`config.mk`:
```
export PLATFORM = sky130hd
export DESIGN_NAME = hrd_top
export DESIGN_NICKNAME = d
export VERILOG_FILES = /design/src/hdl/hrd_pkg.sv /design/src/hdl/hrd_word_if.sv /design/src/hdl/hrd_csum.sv /design/src/hdl/hrd_fifo.sv /design/src/hdl/hrd_top.sv
export VERILOG_INCLUDE_DIRS = /design/src /design/src/hdl
export SDC_FILE = /design/constraint.sdc
export NUM_CORES = 1
export LEC_CHECK = 0
export BUFFER_PORTS_ARGS = -buffer_cell sky130_fd_sc_hd__buf_2
export CAP_MARGIN = 20
export CORE_ASPECT_RATIO = 1.1
export CORE_MARGIN = 2
export CORE_UTILIZATION = 59
export DETAILED_ROUTE_END_ITERATION = 8
export HOLD_SLACK_MARGIN = 0.15
export PLACE_DENSITY = 0.77
export SYNTH_ARGS = -nofsm -noshare
export SYNTH_HDL_FRONTEND = slang
export SYNTH_SLANG_ARGS = --single-unit
```
`constraint.sdc`:
```
create_clock -name core_clk -period 8.72 [get_ports core_clk]
set_input_delay 0.436 -clock core_clk [delete_from_list [all_inputs] [get_ports core_clk]]
set_output_delay 0.436 -clock core_clk [all_outputs]
set_load 0.03 [all_outputs]
```
`src/hdl/hrd_defs.svh`:
```
// constants of the health report data builder
`ifndef HRD_DEFS_SVH
`define HRD_DEFS_SVH

`define HRD_CMD_SMART 8'hb0
`define HRD_SUB_ATTR 8'hd0
`define HRD_SUB_THR 8'hd1
`define HRD_KEY 16'hc24f
`define HRD_REV 16'h0010
`define HRD_OFS_ENTRY_FIRST 10'd2
`define HRD_OFS_ENTRY_LAST 10'd361
`define HRD_ENTRY_LAST_BYTE 4'd11
`define HRD_THR_RSVD_FIRST 4'd2
`define HRD_OFS_OFFLINE 10'd362
`define HRD_OFS_SELFTEST 10'd363
`define HRD_OFS_TIME_LO 10'd364
`define HRD_OFS_TIME_HI 10'd365
`define HRD_OFS_OFF_CAP 10'd367
`define HRD_OFS_SMART_CAP_LO 10'd368
`define HRD_OFS_ERRLOG 10'd370
`define HRD_OFS_CHECKPOINT 10'd371
`define HRD_OFS_POLL_SHORT 10'd372
`define HRD_OFS_POLL_EXT 10'd373
`define HRD_OFS_CSUM 10'd511
`define HRD_OFF_CAP_BASE 8'h5b
`define HRD_OFF_CAP_ABORT_BIT 2
`define HRD_SMART_CAP_LO 8'h03
`define HRD_ERRLOG_CAP 8'h01
`define HRD_PCT_MAX 4'h9
`define HRD_WORDS_LAST 9'd255
`define HRD_FIFO_DEPTH 32
`define HRD_CLK_HZ 40000000
`define HRD_TICK_S 1
`define HRD_SEC_CYCLES (`HRD_CLK_HZ * `HRD_TICK_S)
`define HRD_SEC_PER_MIN 6'd59

`endif

```
`src/hdl/hrd_pkg.sv`:
```
// types of the health report data builder
`default_nettype none
package hrd_pkg;

    typedef enum logic [2:0] {
        HRD_OFF_NEVER = 3'h0,
        HRD_OFF_DONE = 3'h2,
        HRD_OFF_RUNNING = 3'h3,
        HRD_OFF_SUSPENDED = 3'h4,
        HRD_OFF_HOST_ABORT = 3'h5,
        HRD_OFF_DEV_ABORT = 3'h6
    } hrd_offline_t;

    typedef enum logic [3:0] {
        HRD_ST_OK = 4'h0,
        HRD_ST_HOST_ABORT = 4'h1,
        HRD_ST_RESET = 4'h2,
        HRD_ST_FATAL = 4'h3,
        HRD_ST_FAIL_UNKNOWN = 4'h4,
        HRD_ST_FAIL_WRITE = 4'h5,
        HRD_ST_FAIL_SERVO = 4'h6,
        HRD_ST_FAIL_READ = 4'h7,
        HRD_ST_RUNNING = 4'hf
    } hrd_selftest_t;

    typedef enum logic [2:0] {
        HRD_IDLE = 3'b001,
        HRD_BUSY = 3'b010,
        HRD_XFER = 3'b100
    } hrd_state_t;

endpackage : hrd_pkg
`default_nettype wire

```
`src/hdl/hrd_word_if.sv`:
```
// word stream carrier between the report builder and its fifo
`timescale 1ns/1ps
`default_nettype none
interface hrd_word_if #(parameter int WIDTH = 16);
    logic valid;
    logic ready;
    logic [WIDTH-1:0] data;
    modport src (output valid, output data, input ready);
    modport snk (input valid, input data, output ready);
endinterface : hrd_word_if
`default_nettype wire

```
`src/hdl/hrd_csum.sv`:
```
// running byte sum giving the two's complement checksum byte
`timescale 1ns/1ps
`default_nettype none
module hrd_csum (
    input wire logic clk,
    input wire logic rst_n,
    input wire logic clear,
    input wire logic add_en,
    input wire logic [7:0] byte_in,
    output logic [7:0] csum
);
    logic [7:0] sum_q;

    // negated so the whole 512 byte block sums to zero
    assign csum = 8'(~sum_q + 8'h01);

    always_ff @(posedge clk) begin
        if (!rst_n || clear) begin
            sum_q <= 8'h00;
        end else if (add_en) begin
            sum_q <= 8'(sum_q + byte_in);
        end
    end
endmodule : hrd_csum
`default_nettype wire

```
`src/hdl/hrd_fifo.sv`:
```
// flop based word fifo with valid/ready on both sides
`timescale 1ns/1ps
`default_nettype none
module hrd_fifo #(
    parameter int WIDTH = 16,
    parameter int DEPTH = 32
) (
    input wire logic clk,
    input wire logic rst_n,
    hrd_word_if.snk in_if,
    output logic out_valid,
    input wire logic out_ready,
    output logic [WIDTH-1:0] out_data
);
    localparam int AW = $clog2(DEPTH);
    localparam logic [AW:0] FULL = (AW+1)'(DEPTH);
    localparam logic [AW-1:0] LAST = AW'(DEPTH - 1);

    logic [WIDTH-1:0] mem_q [DEPTH];
    logic [AW-1:0] wr_q;
    logic [AW-1:0] rd_q;
    logic [AW:0] cnt_q;
    logic push;
    logic pop;

    assign in_if.ready = (cnt_q != FULL);
    assign out_valid = (cnt_q != '0);
    assign out_data = mem_q[rd_q];
    assign push = in_if.valid && in_if.ready;
    assign pop = out_valid && out_ready;

    always_ff @(posedge clk) begin
        if (push) begin
            mem_q[wr_q] <= in_if.data;
        end
    end

    always_ff @(posedge clk) begin
        if (!rst_n) begin
            wr_q <= '0;
            rd_q <= '0;
            cnt_q <= '0;
        end else begin
            if (push) begin
                wr_q <= (wr_q == LAST) ? '0 : wr_q + 1'b1;
            end
            if (pop) begin
                rd_q <= (rd_q == LAST) ? '0 : rd_q + 1'b1;
            end
            if (push && !pop) begin
                cnt_q <= cnt_q + 1'b1;
            end else if (pop && !push) begin
                cnt_q <= cnt_q - 1'b1;
            end
        end
    end
endmodule : hrd_fifo
`default_nettype wire

```
`src/hdl/hrd_top.sv`:
```
// health report data builder: smart value and threshold report generator
`timescale 1ns/1ps
`default_nettype none
`include "hrd_defs.svh"
module hrd_top #(
    parameter int SEC_CYCLES = `HRD_SEC_CYCLES,
    parameter int FIFO_DEPTH = `HRD_FIFO_DEPTH
) (
    input wire logic core_clk,
    input wire logic rst_n,
    input wire logic cmd_valid,
    input wire logic [7:0] cmd_code,
    input wire logic [7:0] subcommand_select_field,
    input wire logic [15:0] cylinder_key_field,
    output logic bsy,
    output logic drq,
    output logic intrq,
    input wire logic status_rd,
    input wire logic pio_rd,
    output logic pio_rd_ready,
    output logic [15:0] pio_data,
    output logic [4:0] entry_idx,
    output logic [3:0] entry_byte_idx,
    output logic entry_is_thr,
    input wire logic [7:0] entry_byte,
    input wire hrd_pkg::hrd_offline_t offline_state,
    input wire logic auto_offline_en,
    input wire logic [15:0] offline_seconds,
    input wire logic abort_on_cmd,
    input wire hrd_pkg::hrd_selftest_t selftest_state,
    input wire logic [3:0] selftest_pct,
    input wire logic [7:0] selftest_checkpoint,
    input wire logic selftest_start,
    input wire logic selftest_is_ext,
    input wire logic [7:0] poll_short_min,
    input wire logic [7:0] poll_ext_min,
    output logic early_poll_abort,
    output logic early_poll_extend
);
    import hrd_pkg::*;

    // ------------------------------------------------------------
    // command acceptance and handshake
    // ------------------------------------------------------------
    hrd_state_t state_q;
    logic thr_q;
    logic bsy_q;
    logic drq_q;
    logic intrq_q;
    logic [8:0] words_out_q;
    logic accept;
    logic pop;
    logic fifo_valid;
    logic [15:0] fifo_data;

    hrd_word_if #(.WIDTH(16)) wr_if ();

    assign accept = (state_q == HRD_IDLE) && cmd_valid && (cmd_code == `HRD_CMD_SMART)
        && (cylinder_key_field == `HRD_KEY)
        && ((subcommand_select_field == `HRD_SUB_ATTR)
        || (subcommand_select_field == `HRD_SUB_THR));
    assign pop = drq_q && pio_rd && fifo_valid;
    assign pio_rd_ready = drq_q && fifo_valid;
    assign bsy = bsy_q;
    assign drq = drq_q;
    assign intrq = intrq_q;

    // ------------------------------------------------------------
    // byte generator
    // ------------------------------------------------------------
    logic [9:0] idx_q;
    logic gen_done_q;
    logic [7:0] lo_q;
    logic [4:0] entry_q;
    logic [3:0] eb_q;
    logic unused_q;
    logic gen_active;
    logic adv;
    logic in_entry;
    logic [7:0] cur_byte;
    logic [7:0] entry_val;
    logic [7:0] csum;
    logic [3:0] pct;

    assign gen_active = (state_q != HRD_IDLE) && !gen_done_q;
    // odd bytes wait for room: fifo back-pressure stalls the generator
    assign adv = gen_active && (!idx_q[0] || wr_if.ready);
    assign in_entry = (idx_q >= `HRD_OFS_ENTRY_FIRST) && (idx_q <= `HRD_OFS_ENTRY_LAST);
    assign wr_if.valid = gen_active && idx_q[0];
    assign wr_if.data = {cur_byte, lo_q};
    assign entry_idx = entry_q;
    assign entry_byte_idx = eb_q;
    assign entry_is_thr = thr_q;
    assign pct = (selftest_pct > `HRD_PCT_MAX) ? `HRD_PCT_MAX : selftest_pct;

    always_comb begin
        entry_val = entry_byte;
        if (eb_q != 4'h0) begin
            if (unused_q) begin
                entry_val = 8'h00;
            end else if (thr_q && (eb_q >= `HRD_THR_RSVD_FIRST)) begin
                entry_val = 8'h00;
            end else if (!thr_q && (eb_q == `HRD_ENTRY_LAST_BYTE)) begin
                entry_val = 8'h00;
            end
        end
    end

    always_comb begin
        cur_byte = 8'h00;
        if (idx_q == 10'd0) begin
            cur_byte = 8'(`HRD_REV & 16'h00ff);
        end else if (idx_q == 10'd1) begin
            cur_byte = 8'(`HRD_REV >> 8);
        end else if (in_entry) begin
            cur_byte = entry_val;
        end else if (idx_q == `HRD_OFS_CSUM) begin
            cur_byte = csum;
        end else if (!thr_q) begin
            unique case (idx_q)
                `HRD_OFS_OFFLINE: begin
                    cur_byte = {auto_offline_en, 4'h0, offline_state};
                end
                `HRD_OFS_SELFTEST: begin
                    cur_byte = {selftest_state, pct};
                end
                `HRD_OFS_TIME_LO: begin
                    cur_byte = offline_seconds[7:0];
                end
                `HRD_OFS_TIME_HI: begin
                    cur_byte = offline_seconds[15:8];
                end
                `HRD_OFS_OFF_CAP: begin
                    cur_byte = `HRD_OFF_CAP_BASE;
                    cur_byte[`HRD_OFF_CAP_ABORT_BIT] = abort_on_cmd;
                end
                `HRD_OFS_SMART_CAP_LO: begin
                    cur_byte = `HRD_SMART_CAP_LO;
                end
                `HRD_OFS_ERRLOG: begin
                    cur_byte = `HRD_ERRLOG_CAP;
                end
                `HRD_OFS_CHECKPOINT: begin
                    cur_byte = selftest_checkpoint;
                end
                `HRD_OFS_POLL_SHORT: begin
                    cur_byte = poll_short_min;
                end
                `HRD_OFS_POLL_EXT: begin
                    cur_byte = poll_ext_min;
                end
                default: begin
                    cur_byte = 8'h00;
                end
            endcase
        end
    end

    always_ff @(posedge core_clk) begin
        if (!rst_n || accept) begin
            idx_q <= 10'd0;
            gen_done_q <= 1'b0;
            entry_q <= 5'd0;
            eb_q <= 4'd0;
            unused_q <= 1'b0;
            lo_q <= 8'h00;
        end else if (adv) begin
            if (!idx_q[0]) begin
                lo_q <= cur_byte;
            end
            if (idx_q == `HRD_OFS_CSUM) begin
                gen_done_q <= 1'b1;
            end else begin
                idx_q <= idx_q + 10'd1;
            end
            if (in_entry) begin
                if (eb_q == 4'd0) begin
                    unused_q <= (entry_byte == 8'h00);
                end
                if (eb_q == `HRD_ENTRY_LAST_BYTE) begin
                    eb_q <= 4'd0;
                    entry_q <= entry_q + 5'd1;
                end else begin
                    eb_q <= eb_q + 4'd1;
                end
            end
        end
    end

    hrd_csum u_csum (
        .clk(core_clk),
        .rst_n(rst_n),
        .clear(accept),
        .add_en(adv && (idx_q != `HRD_OFS_CSUM)),
        .byte_in(cur_byte),
        .csum(csum)
    );

    hrd_fifo #(.WIDTH(16), .DEPTH(FIFO_DEPTH)) u_fifo (
        .clk(core_clk),
        .rst_n(rst_n),
        .in_if(wr_if),
        .out_valid(fifo_valid),
        .out_ready(pop),
        .out_data(fifo_data)
    );

    // ------------------------------------------------------------
    // task-file handshake state machine
    // ------------------------------------------------------------
    always_ff @(posedge core_clk) begin
        if (!rst_n) begin
            state_q <= HRD_IDLE;
            thr_q <= 1'b0;
            bsy_q <= 1'b0;
            drq_q <= 1'b0;
            intrq_q <= 1'b0;
            words_out_q <= 9'd0;
        end else begin
            if (status_rd) begin
                intrq_q <= 1'b0;
            end
            unique case (state_q)
                HRD_IDLE: begin
                    if (accept) begin
                        state_q <= HRD_BUSY;
                        thr_q <= (subcommand_select_field == `HRD_SUB_THR);
                        bsy_q <= 1'b1;
                        words_out_q <= 9'd0;
                    end
                end
                HRD_BUSY: begin
                    // buffer counts as loaded once the fifo is full or the block is done
                    if (!wr_if.ready || gen_done_q) begin
                        state_q <= HRD_XFER;
                        bsy_q <= 1'b0;
                        drq_q <= 1'b1;
                        intrq_q <= 1'b1;
                    end
                end
                HRD_XFER: begin
                    if (pop) begin
                        words_out_q <= words_out_q + 9'd1;
                        if (words_out_q == `HRD_WORDS_LAST) begin
                            state_q <= HRD_IDLE;
                            drq_q <= 1'b0;
                        end
                    end
                end
            endcase
        end
    end

    always_ff @(posedge core_clk) begin
        if (!rst_n) begin
            pio_data <= 16'h0000;
        end else if (pop) begin
            pio_data <= fifo_data;
        end
    end

    // ------------------------------------------------------------
    // self-test elapsed minutes and early polling
    // ------------------------------------------------------------
    localparam logic [31:0] SEC_LAST = 32'(SEC_CYCLES - 1);
    logic [31:0] sec_cnt_q;
    logic [5:0] sec_q;
    logic [15:0] min_q;
    logic early;

    // minutes saturate, so a long test never looks early again
    always_ff @(posedge core_clk) begin
        if (!rst_n || selftest_start) begin
            sec_cnt_q <= 32'd0;
            sec_q <= 6'd0;
            min_q <= 16'd0;
        end else if (sec_cnt_q == SEC_LAST) begin
            sec_cnt_q <= 32'd0;
            if (sec_q == `HRD_SEC_PER_MIN) begin
                sec_q <= 6'd0;
                if (min_q != 16'hffff) begin
                    min_q <= min_q + 16'd1;
                end
            end else begin
                sec_q <= sec_q + 6'd1;
            end
        end else begin
            sec_cnt_q <= sec_cnt_q + 32'd1;
        end
    end

    assign early = accept && (subcommand_select_field == `HRD_SUB_ATTR)
        && (selftest_state == HRD_ST_RUNNING)
        && (min_q < {8'h00, (selftest_is_ext ? poll_ext_min : poll_short_min)});

    always_ff @(posedge core_clk) begin
        if (!rst_n) begin
            early_poll_abort <= 1'b0;
            early_poll_extend <= 1'b0;
        end else begin
            early_poll_abort <= early && abort_on_cmd;
            early_poll_extend <= early && !abort_on_cmd;
        end
    end
endmodule : hrd_top
`default_nettype wire

```
**Yosys cells after proc, flatten, opt, wreduce, memory -nomap -nowiden**

Memory sizes are Yosys's and may differ from the RTL's. A register that Yosys moved wholly into a read port is not among the register bits.
Cells that the tools add are included.
Widths: inputs -> output; s select.

- Flip-flop bits (word level): 125
- Memory bits (writable): 512
- Word-level logic and storage cells: 174
- Memories kept: 1

Memory list:

| name | depth | width | rd ports | clocked after Yosys merged registers in | wr ports | line | text |
|---|---|---|---|---|---|---|---|
| u_fifo.mem_q | 32 | 16 | 1 | 1 | 1 | hrd_fifo.sv:19 | `logic [WIDTH-1:0] mem_q [DEPTH];` |

- $add $sub $neg: 13
- $lt $le $gt $ge: 5
- Equal/unequal tests: 34
- Mux-type cells: 38
- Bitwise operators: 3
- Reduce and logical (&&, ||, !) cells: 59

Operator list:

| operator | number |
|---|---|
| $eq 10x9->1 const B | 11 |
| $mux 8 | 10 |
| $pmux 8 s10 | 1 |
| $add 32x1->32 const B | 1 |
| $eq 32x26->1 const B | 1 |
| $eq 8x8->1 const B | 3 |
| $logic_and 1x1->1 | 23 |
| $mux 6 | 3 |
| $mux 9 | 2 |
| $pmux 9 s2 | 1 |
| $add 16x1->16 const B | 1 |
| $eq 16x16->1 const B | 1 |
| $lt 16x8->1 | 1 |
| $ne 16x16->1 const B | 1 |
| $add 5x1->5 const B | 3 |
| $reduce_and 3->1 | 5 |
| $add 6x1->6 const B | 2 |
| $mux 3 | 4 |
| $add 10x1->10 const B | 1 |
| $eq 10x1->1 const B | 1 |
| $eq 5x5->1 const B | 2 |
| $ge 10x2->1 const B | 1 |
| $le 10x9->1 const B | 1 |
| $logic_not 10->1 | 1 |
| other kinds (35) | 71 |

**Logic depth before layout (Yosys ltp)**

- Word-level depth: 10
- Depth in mapped cells: 20
- Gate-level depth less buffers: 20

**By module**

A second synthesis with hierarchy kept.

- Cells, all modules: 1973
- Area total of the unflattened synthesis: 27954.3 um^2

By module, submodules not included:

| module | times used | cells an instance | area each (um^2) | sequential area each (um^2) |
|---|---|---|---|---|
| hrd_fifo | 1 | 1082 | 20758.7 | 15795.1 |
| hrd_top | 1 | 802 | 6453.7 | 2342.2 |
| hrd_csum | 1 | 89 | 742.0 | 160.2 |

**Worst setup path after synthesis**

OpenSTA, ideal clock, no wires.

- Kind: reg-to-reg
- Start: register idx_q[5]
- End: register u_csum.sum_q[7]
- Library setup time: 0.059 ns
- Data arrival time: 5.092 ns
- Data required time: 8.661 ns
- Path slack: 3.568 ns
- Stages on the path, launching flop included: 17
- Path buffers: 2
- Period minus slack after synthesis: 5.152 ns
- Cell sequence: dfxtp_1 -> clkbuf_1 -> nand4bb_1 -> nor2_1 -> clkbuf_1 -> o21ai_0 -> a311oi_1 -> a221oi_1 -> nor3_1 -> ha_1 -> nand3_1 -> o211ai_1 -> o41ai_1 -> nor4b_1 -> o21ai_0 -> o2111a_1 -> nand2_1

- Word-level cells in the longest chain between the ends: 8

Ends and longest elaborated chain:

| what | line | text |
|---|---|---|
| start, declared | hrd_top.sv:71 | `logic [9:0] idx_q;` |
| start signal, assigned | hrd_top.sv:174 | `idx_q <= idx_q + 10'd1;` |
| $eq 10x9->1 | hrd_top.sv:120 | `unique case (idx_q)` |
| $pmux 8 s10 | hrd_top.sv:120 |  |
| $mux 8 | hrd_top.sv:119 | `end else if (!thr_q) begin` |
| $mux 8 | hrd_top.sv:117 | `` end else if (idx_q == `HRD_OFS_CSUM) begin `` |
| $mux 8 | hrd_top.sv:115 | `end else if (in_entry) begin` |
| $mux 8 | hrd_top.sv:113 | `end else if (idx_q == 10'd1) begin` |
| $mux 8 (*) | hrd_top.sv:111 | `if (idx_q == 10'd0) begin` |
| net cur_byte[3] | hrd_top.sv:80 | `logic [7:0] cur_byte;` |
| $add 8x8->8 (*) | hrd_csum.sv:21 | `sum_q <= 8'(sum_q + byte_in);` |
| end signal, assigned | hrd_csum.sv:21 |  |
| end, declared | hrd_csum.sv:12 | `logic [7:0] sum_q;` |

The timed path passes the listed nets; every way through them passes the cells marked *.
A chain may end at the register's enable or synchronous reset.

**Worst setup path in the final report**

Ends and elaborated chain as after synthesis.

==> results.sh <==
export IMPL_core_area_um2=45800
export IMPL_endpoint_kind="flip-flop"
export IMPL_ant_nets=0
export IMPL_synthCells=1755
export IMPL_multiInputGateArea_um2=8870
export IMPL_async_reset_ff_frac=0
export IMPL_routed_wirelength_um=64100
export IMPL_viasPerCell=6.30
export IMPL_final_area_um2=30900
export IMPL_synth_cell_types=73
export IMPL_ys_flop_type="edfxtp_1"
export IMPL_grt_max_degree=98
export IMPL_cts_path_max_buffers=3
export IMPL_syn_nets=1898
export IMPL_grt_total_usage=0.267
export IMPL_cts_resized=0
export IMPL_path_max_fanout=33
export IMPL_fin_tns_setup_ps=0
export IMPL_htree_num_levels=2
export IMPL_synth_edff_count=512
export IMPL_ir_drop_v=0.000176
export IMPL_drt_iter0_drc=1439
export IMPL_root_buffer="clkbuf_16"
export IMPL_die_h_um=230
export IMPL_cpMostUsedCell="o21ai_0"
export IMPL_vias=16100
export IMPL_fin_skew_ps=20.6
export IMPL_fillers=3029
export IMPL_ys_top_cells_by_area="edfxtp_1 56%, mux4_2 13%, dfxtp_1 10%"
export IMPL_synth_avg_cell_area_um2=15.6
export IMPL_rows=82
export IMPL_start_util=0.600
export IMPL_cts_tree="built"
export IMPL_fin_crit_sh=0.642
export IMPL_finalHoldViolCount=0
export IMPL_cts_buffers=60
export IMPL_synth_area_um2=27400
export IMPL_post_dp_cell_area_um2=29000
export IMPL_dr_pass1_iters=5
export IMPL_grt_pass1_vias=16400
export IMPL_cpMaxStageDelayCell="nand2_1"
export IMPL_synth_seq_area_share=0.663
export IMPL_mostFrequentLayoutCells="512 x edfxtp_1, 154 x mux4_2, 138 x nor2_1, 137 x dfxtp_1, 131 x buf_2"
export IMPL_path_class="reg2reg"
export IMPL_ys_ff_latch=653
export IMPL_clkSinkCount=653
export IMPL_drv_slew=0
export IMPL_cpPeakStageDelay_ps=770
export IMPL_port_buffers=131
export IMPL_yosysTopAreaCell="edfxtp_1"
export IMPL_synth_top_area_share=0.560
export IMPL_p_leak_nw=10.2
export IMPL_design_die_area_um2=48200
export IMPL_setup_viol=0
export IMPL_area_growth_pct=12.8
export IMPL_powerDensity_nw_per_um2=198
export IMPL_max_slew_margin_rel=0.293
export IMPL_yosys_warnings=0
export IMPL_wire_per_inst_um=25.0
export IMPL_required_ps=9290
export IMPL_grt_pass1_wl_um=96400
export IMPL_arrival_ps=6170
export IMPL_fmax_ghz=0.179
export IMPL_rsz0062_at_grt="no"
export IMPL_gr_total_overflow=0
export IMPL_gp_congestion=0.900
export IMPL_worst_pin_slew_ps=1060
export IMPL_finalCriticalPeriod_ps=5600
export IMPL_io_pins=132
export IMPL_antenna_found_initial=0
export IMPL_status="complete, no violations"
export IMPL_regArea_um2=18200
export IMPL_drc_errors=0
export IMPL_n_antenna_cell=0
export IMPL_die_w_um=210
export IMPL_dp_hpwl_um=37900
export IMPL_final_common_cell="edfxtp_1"
export IMPL_startpoint_type="flip-flop"
export IMPL_final_layout_size_suffix_gt1_frac=0.236
export IMPL_clk_pin_slew_ps=60
export IMPL_crit_chain="nand4bb_1 -> nor2_1 -> o21ai_0 -> a311oi_1 -> o21ai_0 -> a221o_1 -> nand2_1 -> ha_1 -> nand3_1 -> o211ai_1 -> o41ai_1 -> nor4b_1 -> o21ai_0 -> o2111a_1 -> nand2_1"
export IMPL_nNetsFinal=2070
export IMPL_min_path_type="in2reg"
export IMPL_maxCapViolCount=0
export IMPL_clk_latency_ps=630
## worst max-delay path: cells and delay by family, from the launching register on
family	cells	cell delay, ps
AOI/OAI and AO/OA	8	2320
adders and majority gates	1	450
DFF	1	490
and+or+nand+nor	6	2260
## cell families after synthesis
kind of cell	share of synthesized area
AO/OA/AOI/OAI	0.0493
XOR/XNOR	0.0239
adder cells (fa/ha/maj)	0.0202
buffers and inverters	0.0162
flip-flops	0.663
multiplexers	0.140
AND/OR/NAND/NOR	0.0874
## path summary, 6_finish.rpt
check,start,endpoint,slack [ps],cells past startpoint
setup / recovery,idx_q[5],u_csum.sum_q[7],3120,15
hold reg to reg,sec_cnt_q[0],sec_cnt_q[0],450,1
setup reg to reg,idx_q[5],u_csum.sum_q[7],3120,15
hold / removal,selftest_state[3],early_poll_abort,270,5
## cell type report
| type | instances | share of cell area |
|---|---|---|
| well taps | 588 | 0.0238 |
| clock inverters | 37 | 0.00797 |
| flip-flops and latches | 653 | 0.588 |
| inverters | 34 | 0.00412 |
| repair buffers | 192 | 0.0388 |
| multi-input cells | 986 | 0.287 |
| clock buffers | 72 | 0.0503 |
## per-stage QoR
| stage | power (mW) | hold WS, ps | utilization | cells | worst slack [ps] |
|---|---|---|---|---|---|
| 2_1_floorplan | 3.63 | 418 | - | 1755 | 3570 |
| 3_3_place_gp | 3.72 | 431 | 0.633 | 2441 | 3410 |
| 3_5_place_dp | 3.73 | 443 | 0.633 | 2441 | 3150 |
| 4_1_cts | 6.15 | 235 | 0.673 | 2553 | 3190 |
| 5_1_grt | 6.30 | 297 | 0.676 | 2562 | 2600 |
| 6_report | 6.12 | 268 | 0.676 | 2562 | 3120 |
## synth_stat cells (all sizes together), types with 9 or more instances
master	number
a21boi	9
a21oi	49
a22o	9
a22oi	15
and3	11
buf	22
clkbuf	60
dfxtp	141
edfxtp	512
ha	41
inv	32
mux2i	35
mux4	154
nand2	112
nand2b	10
nand3	36
nand3b	9
nand4	23
nor2	153
nor2b	15
nor3	32
nor4	17
nor4b	9
o211a	16
o21ai	38
or3	13
or4	12
xnor2	36
xor2	39
## per-layer routing
metal / part of all wire / track usage
met1: 0.40 / 0.358
met2: 0.50 / 0.452
met3: 0.074 / 0.0466
met4: 0.028 / 0.0805
met5: 0 / 0
## state kept, by name, indices dropped and copies added, names as in the netlist, 3 cells and up
| signal | cells |
|---|---|
| u_fifo.mem_q | 512 |
| sec_cnt_q | 32 |
| min_q | 16 |
| pio_data | 16 |
| idx_q | 10 |
| words_out_q | 9 |
| lo_q | 8 |
| u_csum.sum_q | 8 |
| sec_q | 6 |
| u_fifo.cnt_q | 6 |
| entry_idx | 5 |
| u_fifo.rd_q | 5 |
| u_fifo.wr_q | 5 |
| entry_byte_idx | 4 |
| state_q | 3 |
## power breakdown
group	internal, mW	total [mW]	switching [mW]
combinational	0.0963	0.262	0.165
clock	1.33	2.44	1.11
sequential	3.38	3.41	0.0294
total	4.81	6.12	1.31
## repair_timing
action                                 4_1_cts  5_1_grt
endpoints found under the hold margin        4        0
hold buffers                                 3        0
buffers inserted                             0        0
Power figures use the tool's default switching activity.
